[src/core/tpf_pkg.sv]
// package: constants and types for the test panel force and power stop block
package tpf_pkg;
   localparam int unsigned CLK_HZ          = 100000000;
   // output relays 00..15 and input points 00..19
   localparam int unsigned OUT_NUM         = 16;
   localparam int unsigned IN_NUM          = 20;
   // switch debounce time, microseconds
   localparam int unsigned DEB_TIME_US     = 5000;
   localparam int unsigned DEB_CYCLES      = (CLK_HZ / 1000000) * DEB_TIME_US;
   // one mains cycle, microseconds (50 Hz worst case)
   localparam int unsigned MAINS_CYCLE_US  = 20000;
   localparam int unsigned MAINS_CYCLES    = (CLK_HZ / 1000000) * MAINS_CYCLE_US;
   // event bit positions
   localparam int unsigned EV_LOW          = 0;
   localparam int unsigned EV_FAIL         = 1;
   localparam int unsigned EV_RESTORE      = 2;
   localparam int unsigned EV_ARM          = 3;
   localparam int unsigned EV_NUM          = 4;
   // selector positions
   typedef enum logic [1:0] {
      TPF_SEL_STOP = 2'b00,
      TPF_SEL_RUN  = 2'b01,
      TPF_SEL_PROG = 2'b10
   } tpf_sel_type;
   // supply state machine
   typedef enum logic [1:0] {
      TPF_PWR_OK   = 2'b00,
      TPF_PWR_DIP  = 2'b01,
      TPF_PWR_DOWN = 2'b10
   } tpf_pwr_type;
endpackage

[src/core/tpf_debounce.sv]
// debouncer: synchronised switch levels accepted only after a stable interval
`timescale 1ns/1ps
`default_nettype none
module tpf_debounce #(
   parameter int unsigned WIDTH  = 8,
   parameter int unsigned CYCLES = 500000
) (
   // clock and reset
   input  wire logic             sys_clk_in,
   input  wire logic             nrst_in,
   // raw and clean switches
   input  wire logic [WIDTH-1:0] raw_in,
   output logic      [WIDTH-1:0] clean_out
);
   localparam int unsigned CW = $clog2(CYCLES + 1);
   if (WIDTH < 1 || CYCLES < 1) begin : g_bad_par
      $error("tpf_debounce: bad parameters");
   end
   genvar gi;
   generate
      for (gi = 0; gi < WIDTH; gi++) begin : g_bit
         logic          s1_q, s2_q, cl_q, cl_d;
         logic [CW-1:0] cnt_q, cnt_d;
         always_comb begin
            cl_d  = cl_q;
            cnt_d = '0;
            if (s2_q != cl_q) begin
               cnt_d = cnt_q + CW'(1);
               if (cnt_q == CW'(CYCLES - 1)) begin
                  cl_d  = s2_q;
                  cnt_d = '0;
               end
            end
         end
         always_ff @(posedge sys_clk_in or negedge nrst_in) begin
            if (!nrst_in) begin
               s1_q  <= 1'b0;
               s2_q  <= 1'b0;
               cl_q  <= 1'b0;
               cnt_q <= '0;
            end else begin
               s1_q  <= raw_in[gi];
               s2_q  <= s1_q;
               cl_q  <= cl_d;
               cnt_q <= cnt_d;
            end
         end
         assign clean_out[gi] = cl_q;
      end
   endgenerate
endmodule
`default_nettype wire

[src/core/tpf_top.sv]
// test panel forcing, input substitution, selector limits and supply failure stop
`timescale 1ns/1ps
`default_nettype none
module tpf_top
   import tpf_pkg::*;
#(
   parameter int unsigned DEB_CYC   = tpf_pkg::DEB_CYCLES,
   parameter int unsigned MAINS_CYC = tpf_pkg::MAINS_CYCLES
) (
   // clock and reset
   input  wire logic                         sys_clk_in,
   input  wire logic                         nrst_in,
   // selector and supply monitor
   input  wire tpf_pkg::tpf_sel_type         mode_sel_in,
   input  wire logic                         key_out_in,
   input  wire logic                         supply_ok_in,
   // test panel
   input  wire logic                         panel_present_in,
   input  wire logic                         panel_enable_in,
   input  wire logic                         panel_force_in,
   input  wire logic [tpf_pkg::IN_NUM-1:0]   panel_sw_in,
   // controller side
   input  wire logic [tpf_pkg::IN_NUM-1:0]   ext_in_in,
   input  wire logic [tpf_pkg::OUT_NUM-1:0]  prog_out_in,
   input  wire logic [3:0]                   op_req_in,
   // register port
   input  wire logic [1:0]                   reg_addr_in,
   input  wire logic [7:0]                   reg_wdata_in,
   input  wire logic                         reg_wr_in,
   input  wire logic                         reg_rd_in,
   output logic      [7:0]                   reg_rdata_out,
   // results
   output logic [tpf_pkg::IN_NUM-1:0]        eff_in_out,
   output logic [tpf_pkg::OUT_NUM-1:0]       relay_out,
   output logic                              exec_en_out,
   output logic                              buzzer_out,
   output logic                              panel_active_out,
   output logic [3:0]                        op_grant_out,
   output logic                              irq_out
);
   import tpf_pkg::*;

   localparam int unsigned MW = $clog2(MAINS_CYC + 1);
   localparam logic [1:0] A_STAT = 2'h0;
   localparam logic [1:0] A_CLR  = 2'h1;
   localparam logic [1:0] A_EN   = 2'h2;
   // op request bits: 0 edit, 1 search, 2 monitor, 3 trace
   localparam logic [3:0] OP_VIEW = 4'he;

   if (DEB_CYC < 1 || MAINS_CYC < 1) begin : g_bad_cnt
      $error("tpf_top: counts must be at least one");
   end

   localparam int unsigned DW = IN_NUM + 3;
   logic [DW-1:0] clean;
   tpf_debounce #(
      .WIDTH  (DW),
      .CYCLES (DEB_CYC)
   ) u_deb (
      .sys_clk_in (sys_clk_in),
      .nrst_in    (nrst_in),
      .raw_in     ({panel_present_in, panel_enable_in, panel_force_in, panel_sw_in}),
      .clean_out  (clean)
   );
   logic              pres_c, en_c, force_c;
   logic [IN_NUM-1:0] sw_c;
   assign {pres_c, en_c, force_c, sw_c} = clean;

   // supply state machine
   tpf_pwr_type   pwr_q, pwr_d;
   logic [MW-1:0] dip_q, dip_d;
   always_comb begin
      pwr_d = pwr_q;
      dip_d = '0;
      case (pwr_q)
         TPF_PWR_OK: begin
            if (!supply_ok_in) pwr_d = TPF_PWR_DIP;
         end
         TPF_PWR_DIP: begin
            dip_d = dip_q + MW'(1);
            if (supply_ok_in) pwr_d = TPF_PWR_OK;
            else if (dip_q == MW'(MAINS_CYC - 1)) pwr_d = TPF_PWR_DOWN;
         end
         TPF_PWR_DOWN: begin
            if (supply_ok_in) pwr_d = TPF_PWR_OK;
         end
         default: pwr_d = TPF_PWR_OK;
      endcase
   end
   always_ff @(posedge sys_clk_in or negedge nrst_in) begin
      if (!nrst_in) begin
         pwr_q <= TPF_PWR_OK;
         dip_q <= '0;
      end else begin
         pwr_q <= pwr_d;
         dip_q <= dip_d;
      end
   end
   // low supply halts at once; the buzzer sounds for every low sample
   logic halted;
   assign halted = (pwr_q != TPF_PWR_OK) || !supply_ok_in;

   // panel arming: starts disarmed so an enable left on at power up or attach does nothing
   logic arm_q, arm_d, en_prev_q, pres_prev_q;
   always_comb begin
      arm_d = arm_q;
      if (pres_c != pres_prev_q || !pres_c) arm_d = 1'b0;
      else if (en_c && !en_prev_q) arm_d = 1'b1;
      // an off enable disarms until next rising edge
      if (!en_c) arm_d = 1'b0;
   end
   always_ff @(posedge sys_clk_in or negedge nrst_in) begin
      if (!nrst_in) begin
         arm_q       <= 1'b0;
         en_prev_q   <= 1'b1;
         pres_prev_q <= 1'b0;
      end else begin
         arm_q       <= arm_d;
         en_prev_q   <= en_c;
         pres_prev_q <= pres_c;
      end
   end
   logic active;
   assign active = arm_q && en_c && pres_c;

   // outputs and substituted inputs
   logic [OUT_NUM-1:0] relay_d;
   logic [IN_NUM-1:0]  eff_d;
   logic [3:0]         grant_d;
   logic               run_mode, stop_mode;
   assign run_mode  = (mode_sel_in == TPF_SEL_RUN);
   assign stop_mode = (mode_sel_in == TPF_SEL_STOP);
   always_comb begin
      relay_d = '0;
      eff_d   = ext_in_in;
      grant_d = op_req_in;
      if (run_mode && active) eff_d = sw_c;
      // force in stop only; ignored when disabled
      if (run_mode) relay_d = prog_out_in;
      else if (stop_mode && active && force_c) relay_d = sw_c[OUT_NUM-1:0];
      if (stop_mode) grant_d = '0;
      // key out at run keeps view functions only
      else if (run_mode && key_out_in) grant_d = op_req_in & OP_VIEW;
      if (halted) relay_d = '0;
   end

   // status, clear and enable registers; set wins over clear
   logic [EV_NUM-1:0] ev, st_q, st_d, en_q, en_d;
   logic [7:0]        rd_d;
   logic              exec_d, buzz_d, act_d, irq_d;
   assign ev[EV_LOW]     = !supply_ok_in && (pwr_q == TPF_PWR_OK);
   assign ev[EV_FAIL]    = (pwr_d == TPF_PWR_DOWN) && (pwr_q != TPF_PWR_DOWN);
   assign ev[EV_RESTORE] = (pwr_q == TPF_PWR_DOWN) && supply_ok_in;
   assign ev[EV_ARM]     = arm_d && !arm_q;
   always_comb begin
      st_d = st_q;
      en_d = en_q;
      rd_d = 8'h00;
      // status lines are computed here so every output leaves a flop
      exec_d = run_mode && !halted;
      buzz_d = halted;
      act_d  = active;
      if (reg_wr_in && reg_addr_in == A_CLR) st_d = st_q & ~reg_wdata_in[EV_NUM-1:0];
      if (reg_wr_in && reg_addr_in == A_EN) en_d = reg_wdata_in[EV_NUM-1:0];
      st_d = st_d | ev;
      irq_d = |(st_d & en_d);
      if (reg_rd_in) begin
         case (reg_addr_in)
            A_STAT:  rd_d = {2'h0, active, halted, st_q};
            A_EN:    rd_d = {4'h0, en_q};
            default: rd_d = 8'h00;
         endcase
      end
   end
   always_ff @(posedge sys_clk_in or negedge nrst_in) begin
      if (!nrst_in) begin
         st_q             <= '0;
         en_q             <= '0;
         reg_rdata_out    <= 8'h00;
         relay_out        <= '0;
         eff_in_out       <= '0;
         exec_en_out      <= 1'b0;
         buzzer_out       <= 1'b0;
         panel_active_out <= 1'b0;
         op_grant_out     <= '0;
         irq_out          <= 1'b0;
      end else begin
         st_q             <= st_d;
         en_q             <= en_d;
         reg_rdata_out    <= rd_d;
         relay_out        <= relay_d;
         eff_in_out       <= eff_d;
         exec_en_out      <= exec_d;
         buzzer_out       <= buzz_d;
         panel_active_out <= act_d;
         op_grant_out     <= grant_d;
         irq_out          <= irq_d;
      end
   end

   a_relay_halt: assert property (@(posedge sys_clk_in) disable iff (!nrst_in)
      halted |=> (relay_out == '0 && buzzer_out && !exec_en_out)) else $error("relays not dropped on low supply");
   // dip of one mains cycle stops
   a_dip_stop: assert property (@(posedge sys_clk_in) disable iff (!nrst_in)
      (pwr_q == TPF_PWR_DIP && dip_q == MW'(MAINS_CYC - 1) && !supply_ok_in) |=> pwr_q == TPF_PWR_DOWN)
      else $error("long dip did not stop");
   a_auto_resume: assert property (@(posedge sys_clk_in) disable iff (!nrst_in)
      (pwr_q == TPF_PWR_DOWN && supply_ok_in) |=> pwr_q == TPF_PWR_OK) else $error("no auto resume");
   a_panel_off: assert property (@(posedge sys_clk_in) disable iff (!nrst_in)
      (stop_mode && !en_c) |=> relay_out == '0) else $error("disabled panel forced relays");
   a_force_follow: assert property (@(posedge sys_clk_in) disable iff (!nrst_in)
      (stop_mode && active && force_c && !halted) |=> relay_out == $past(sw_c[OUT_NUM-1:0]))
      else $error("relays do not follow panel");
   a_force_stop: assert property (@(posedge sys_clk_in) disable iff (!nrst_in)
      (run_mode && !halted) |=> relay_out == $past(prog_out_in)) else $error("force acted outside stop");
   // enable held since attach stays inactive
   a_attach_hold: assert property (@(posedge sys_clk_in) disable iff (!nrst_in)
      ($rose(pres_c) && en_c) |=> !arm_q) else $error("panel armed on attach");
   a_arm_edge: assert property (@(posedge sys_clk_in) disable iff (!nrst_in)
      $rose(arm_q) |-> $past(en_c && !en_prev_q)) else $error("armed without enable edge");
   a_stop_ops: assert property (@(posedge sys_clk_in) disable iff (!nrst_in)
      stop_mode |=> op_grant_out == 4'h0) else $error("operator function in stop");
   // key out at run keeps view
   a_key_view: assert property (@(posedge sys_clk_in) disable iff (!nrst_in)
      (run_mode && key_out_in) |=> op_grant_out == ($past(op_req_in) & OP_VIEW)) else $error("view lost");
   a_input_sub: assert property (@(posedge sys_clk_in) disable iff (!nrst_in)
      (run_mode && active) |=> eff_in_out == $past(sw_c)) else $error("inputs not substituted");

   // further checks on mode limits, arming, supply dips and the status port
   // program mode drops relays
   a_prog_quiet: assert property (@(posedge sys_clk_in) disable iff (!nrst_in)
      (mode_sel_in == TPF_SEL_PROG) |=> relay_out == '0) else $error("relays driven in program mode");
   a_attach_disarm: assert property (@(posedge sys_clk_in) disable iff (!nrst_in)
      (pres_c != pres_prev_q) |=> !arm_q) else $error("panel armed across attach");
   a_off_disarm: assert property (@(posedge sys_clk_in) disable iff (!nrst_in)
      !en_c |=> !arm_q) else $error("panel armed with enable off");
   a_stop_exec: assert property (@(posedge sys_clk_in) disable iff (!nrst_in)
      stop_mode |=> !exec_en_out) else $error("execution enabled in stop");
   // key in at run grants all
   a_key_full: assert property (@(posedge sys_clk_in) disable iff (!nrst_in)
      (run_mode && !key_out_in) |=> op_grant_out == $past(op_req_in)) else $error("operator request lost");
   a_dip_short: assert property (@(posedge sys_clk_in) disable iff (!nrst_in)
      (pwr_q == TPF_PWR_DIP && supply_ok_in) |=> pwr_q == TPF_PWR_OK) else $error("short dip not forgiven");
   a_fail_event: assert property (@(posedge sys_clk_in) disable iff (!nrst_in)
      ev[EV_FAIL] |=> st_q[EV_FAIL]) else $error("stop event lost");
   // running again once supply is back
   a_exec_resume: assert property (@(posedge sys_clk_in) disable iff (!nrst_in)
      (run_mode && !halted) |=> (exec_en_out && !buzzer_out)) else $error("no resume after recovery");
   // inputs external unless panel active in run
   a_input_ext: assert property (@(posedge sys_clk_in) disable iff (!nrst_in)
      !(run_mode && active) |=> eff_in_out == $past(ext_in_in)) else $error("inputs substituted wrongly");
   a_low_event: assert property (@(posedge sys_clk_in) disable iff (!nrst_in)
      ev[EV_LOW] |=> st_q[EV_LOW]) else $error("low supply event lost");
   // interrupt level follows enabled status
   a_irq_level: assert property (@(posedge sys_clk_in) disable iff (!nrst_in)
      irq_out == |(st_q & en_q)) else $error("interrupt level wrong");
   // clear write drops only the written bits
   a_clear_stat: assert property (@(posedge sys_clk_in) disable iff (!nrst_in)
      (reg_wr_in && reg_addr_in == A_CLR && ev == '0) |=> st_q == ($past(st_q) & ~$past(reg_wdata_in[EV_NUM-1:0])))
      else $error("status clear wrong");
   // status read data stand one cycle
   a_stat_read: assert property (@(posedge sys_clk_in) disable iff (!nrst_in)
      (reg_rd_in && reg_addr_in == A_STAT) |=> reg_rdata_out == {2'h0, $past(active), $past(halted), $past(st_q)})
      else $error("status read wrong");
   // read data return to zero without a read
   a_rdata_idle: assert property (@(posedge sys_clk_in) disable iff (!nrst_in)
      !reg_rd_in |=> reg_rdata_out == 8'h00) else $error("read data left standing");
endmodule
`default_nettype wire

[config.mk]
export PLATFORM = sky130hd
export DESIGN_NAME = tpf_top
export DESIGN_NICKNAME = d
export VERILOG_FILES = /design/src/core/tpf_pkg.sv /design/src/core/tpf_debounce.sv /design/src/core/tpf_top.sv
export SDC_FILE = /design/constraint.sdc
export NUM_CORES = 1
export LEC_CHECK = 0
export ABC_CLOCK_PERIOD_IN_PS = 5200
export BUFFER_PORTS_ARGS = -buffer_cell sky130_fd_sc_hd__buf_2
export CAP_MARGIN = 10
export CELL_PAD_IN_SITES_DETAIL_PLACEMENT = 0
export CELL_PAD_IN_SITES_GLOBAL_PLACEMENT = 1
export CORE_MARGIN = 4
export CORE_UTILIZATION = 55
export CTS_BUF_LIST = sky130_fd_sc_hd__clkbuf_4 sky130_fd_sc_hd__clkbuf_8
export DETAILED_ROUTE_END_ITERATION = 8
export PLACE_DENSITY = 0.85
export SLEW_MARGIN = 10
export SYNTH_ARGS = -nofsm -noshare
export SYNTH_HDL_FRONTEND = slang
export SYNTH_SLANG_ARGS = --single-unit
[constraint.sdc]
create_clock -name sys_clk_in -period 5.2 [get_ports sys_clk_in]
set_input_delay 0.52 -clock sys_clk_in [delete_from_list [all_inputs] [get_ports sys_clk_in]]
set_output_delay 0.52 -clock sys_clk_in [all_outputs]
set_load 0.02 [all_outputs]
==> run metrics <==
outcome=complete, no violations; Initial Util=56.14%; cell area after synthesis=0.02771 mm^2; die extent in x=232.5 um; vias in the first global route=20,326; initial antenna violation count=2; flops & latches, synth=590; P&R area growth vs syn=14.13%; Crit Path Category=reg2reg; CTS tree=yes; drt wl/cell=15.16 um; DR vias/cell=5.579; ys flop type=dfrtp_1; most frequent cells in the layout=dfrtp_1 (589), nor2_1 (389), xnor2_1 (214), nand3_1 (186), nand2_1 (140); Static Leak=0.01294 uW; Yosys cell types=62; crit-path leading delay family=simple AND/OR/NAND/NOR gates; nets=2,995; Tmin final=2.312 ns; Synth Area in XOR/XNOR=10.46%; Hold WC Path Type=in2reg; Yosys warning count=0; Core Box Area=0.04936 mm^2; setup ws final=2.888 ns; Routed WL=55,160 um; Worst Path Max Fanout=18; Detailed Routing Iterations Pass 1=5; period utilisation layout=44.46%; row count=81; routed vias=20,296; adder-cell share of the synthesized area=1.084%; Placer Congestion=0.8373; gr usage total=20.91%; Synth Area in Simple Gates=24.75%; VDD IR max=230.2 uV; Worst Setup End Kind=flip-flop; Slowest-stage cell, CP=or4_4; total gr overflow=0; Worst EP required=5.72 ns; CP arrival=2.83 ns; async set-reset flop share out of synthesis=100.0%; largest net degree at the start of global routing=135; Critical path buffers and inverters=0; Post-CTS Resized=0; RSZ-0062 raised after global routing=no; CTS Buf Count=100; top cells by area, synth=dfrtp_1 (53%), xnor2_1 (6.8%), nor2_1 (5.3%); syn_area_per_cell=10.31 um^2; final total power=9746 uW; setup_tns=0 ns; Post-DRT Antenna Nets=0; post-synth top area share=53.19%; clock latency on the worst-skew pair=0.67 ns; Cell Chain, Critical Path=or4_1, or4_4, o21ai_4, nor2_1; CP Launch Type=flip-flop; Final Hold Viols=0; worst slew pin tran=1.018 ns; post-synthesis cell count=2,687; compound-cell area share of the yosys netlist=6.055%; Slew Limit Fails=0; fmax=432.5 MHz; boundary pin count=133; DP HPWL=36,590 um; Remaining DRCs=0; post-synthesis mux area share=2.055%; EDFF count, synth=0; area leader, netlist=dfrtp_1; layout cell share with drive strength beyond 1=15.34%; Die Height=232.5 um; dpl ws=2.662 ns; maxcap violations=0; post-synthesis sequential area ratio=53.29%; Power Dens Cells=308.2 mW/mm^2; die area=0.05404 mm^2; # setup viols final=0; Final Skew=0.02429 ns; Max Root-Sink Buffers=3; Starting DRT DRC Count=1,110; first-pass GRT wire length=95,840 um; clock root cell=clkbuf_8; most common cell after layout, fill and taps aside=dfrtp_1; CP peak stage delay=0.58 ns; # port buffers=126; Worst slew margin=31.97%; CTS H-tree lvls=3; largest family of logic cells by synthesized area=simple AND/OR/NAND/NOR gates; CTS Sinks=590; clk slew on worst S/H paths=0.06 ns
-- flip-flops by register name, summed over array words and instances, names as in the netlist, 4 cells and up --
register,flops
dip_q,21
eff_in_out,20
en_q,4
op_grant_out,4
reg_rdata_out,6
relay_out,16
st_q,4
u_deb.g_bit.cl_q,23
u_deb.g_bit.cnt_q,437
u_deb.g_bit.s1_q,23
u_deb.g_bit.s2_q,23
-- power breakdown --
| group | internal [uW] | total [uW] | switching [uW] |
|---|---|---|---|
| logic | 129 | 383 | 255 |
| clock network | 2770 | 4620 | 1840 |
| registers | 4680 | 4750 | 66.0 |
-- stage by stage --
stage	hold slack [ns]	util [%]	std cells	area (um^2)
floorplan	0.2244	-	2688	27710
global placement	0.3331	58.74	3425	28990
detailed placement	0.3347	58.74	3425	28990
CTS	0.003077	63.98	3636	31580
global route	0.02300	64.07	3638	31620
finish	0.07818	64.07	3638	31620
-- kinds of logic (layout without fill, tap and decap cells) --
family	after synthesis	in the layout
buffers and inverters	147	431
other	1	4
AO/OA/AOI/OAI	255	255
adder cells (fa/ha/maj)	24	24
XOR/XNOR	331	331
AND/OR/NAND/NOR	1288	1288
flip-flops	590	590
multiplexers	51	51
-- timing repair --
action,in CTS,in global routing
hold buffers,27,0
hold endpoints to repair,129,0
setup buffers,0,0
-- Yosys cell counts, types with 11 or more instances --
cell type  count
a21oi_1      104
a22o_1        17
and2_1        36
and3_1        20
and4_1        42
buf_2         12
clkbuf_1      41
dfrtp_1      589
ha_1          24
inv_1         85
mux2_2        47
nand2_1      140
nand3_1      186
nand4_1       96
nor2_1       391
nor3_1        43
nor4_1       107
nor4b_1       11
o21ai_0       52
o31ai_1       39
or2_2         11
or3_1         78
or4_1         49
or4b_2        19
xnor2_1      214
xor2_1       117
-- routing by layer --
| metal | vias to the layer above | part of all wire [%] | GRT usage, % |
|---|---|---|---|
| li1 | 9981 | - | - |
| met1 | 9893 | 46 | 28.50 |
| met2 | 328 | 47 | 34.19 |
| met3 | 94 | 3.9 | 4.101 |
| met4 | 0 | 2.3 | 6.406 |
| met5 | - | 0 | 0 |
-- worst paths after layout --
| path | startpoint | cells past startpoint | slack [ns] | endpoint |
|---|---|---|---|---|
| setup reg to reg | u_deb.g_bit[7].cnt_q[11] | 4 | 2.89 | u_deb.g_bit[7].cnt_q[6] |
| setup / recovery | u_deb.g_bit[7].cnt_q[11] | 4 | 2.89 | u_deb.g_bit[7].cnt_q[6] |
| max in group asynchronous | nrst_in | 3 | 3.35 | u_deb.g_bit[12].cnt_q[11] |
| hold / removal | supply_ok_in | 2 | 0.08 | pwr_q[1] |
| min in group asynchronous | nrst_in | 2 | 0.46 | dip_q[11] |
| hold reg to reg | u_deb.g_bit[19].s1_q | 0 | 0.35 | u_deb.g_bit[19].s2_q |
-- final cells by class --
cell class	count	area [um^2]
Antenna cell	2	5.005
Clock buffer	162	2079
Clock inverter	22	237.7
Fill cell	4094	17730
Inverter	85	319.1
Multi-Input combinational cell	1951	12370
Sequential cell	590	14770
Tap cell	664	830.8
Timing Repair Buffer	162	1016
Note: power is estimated with default switching activity, not from simulation.
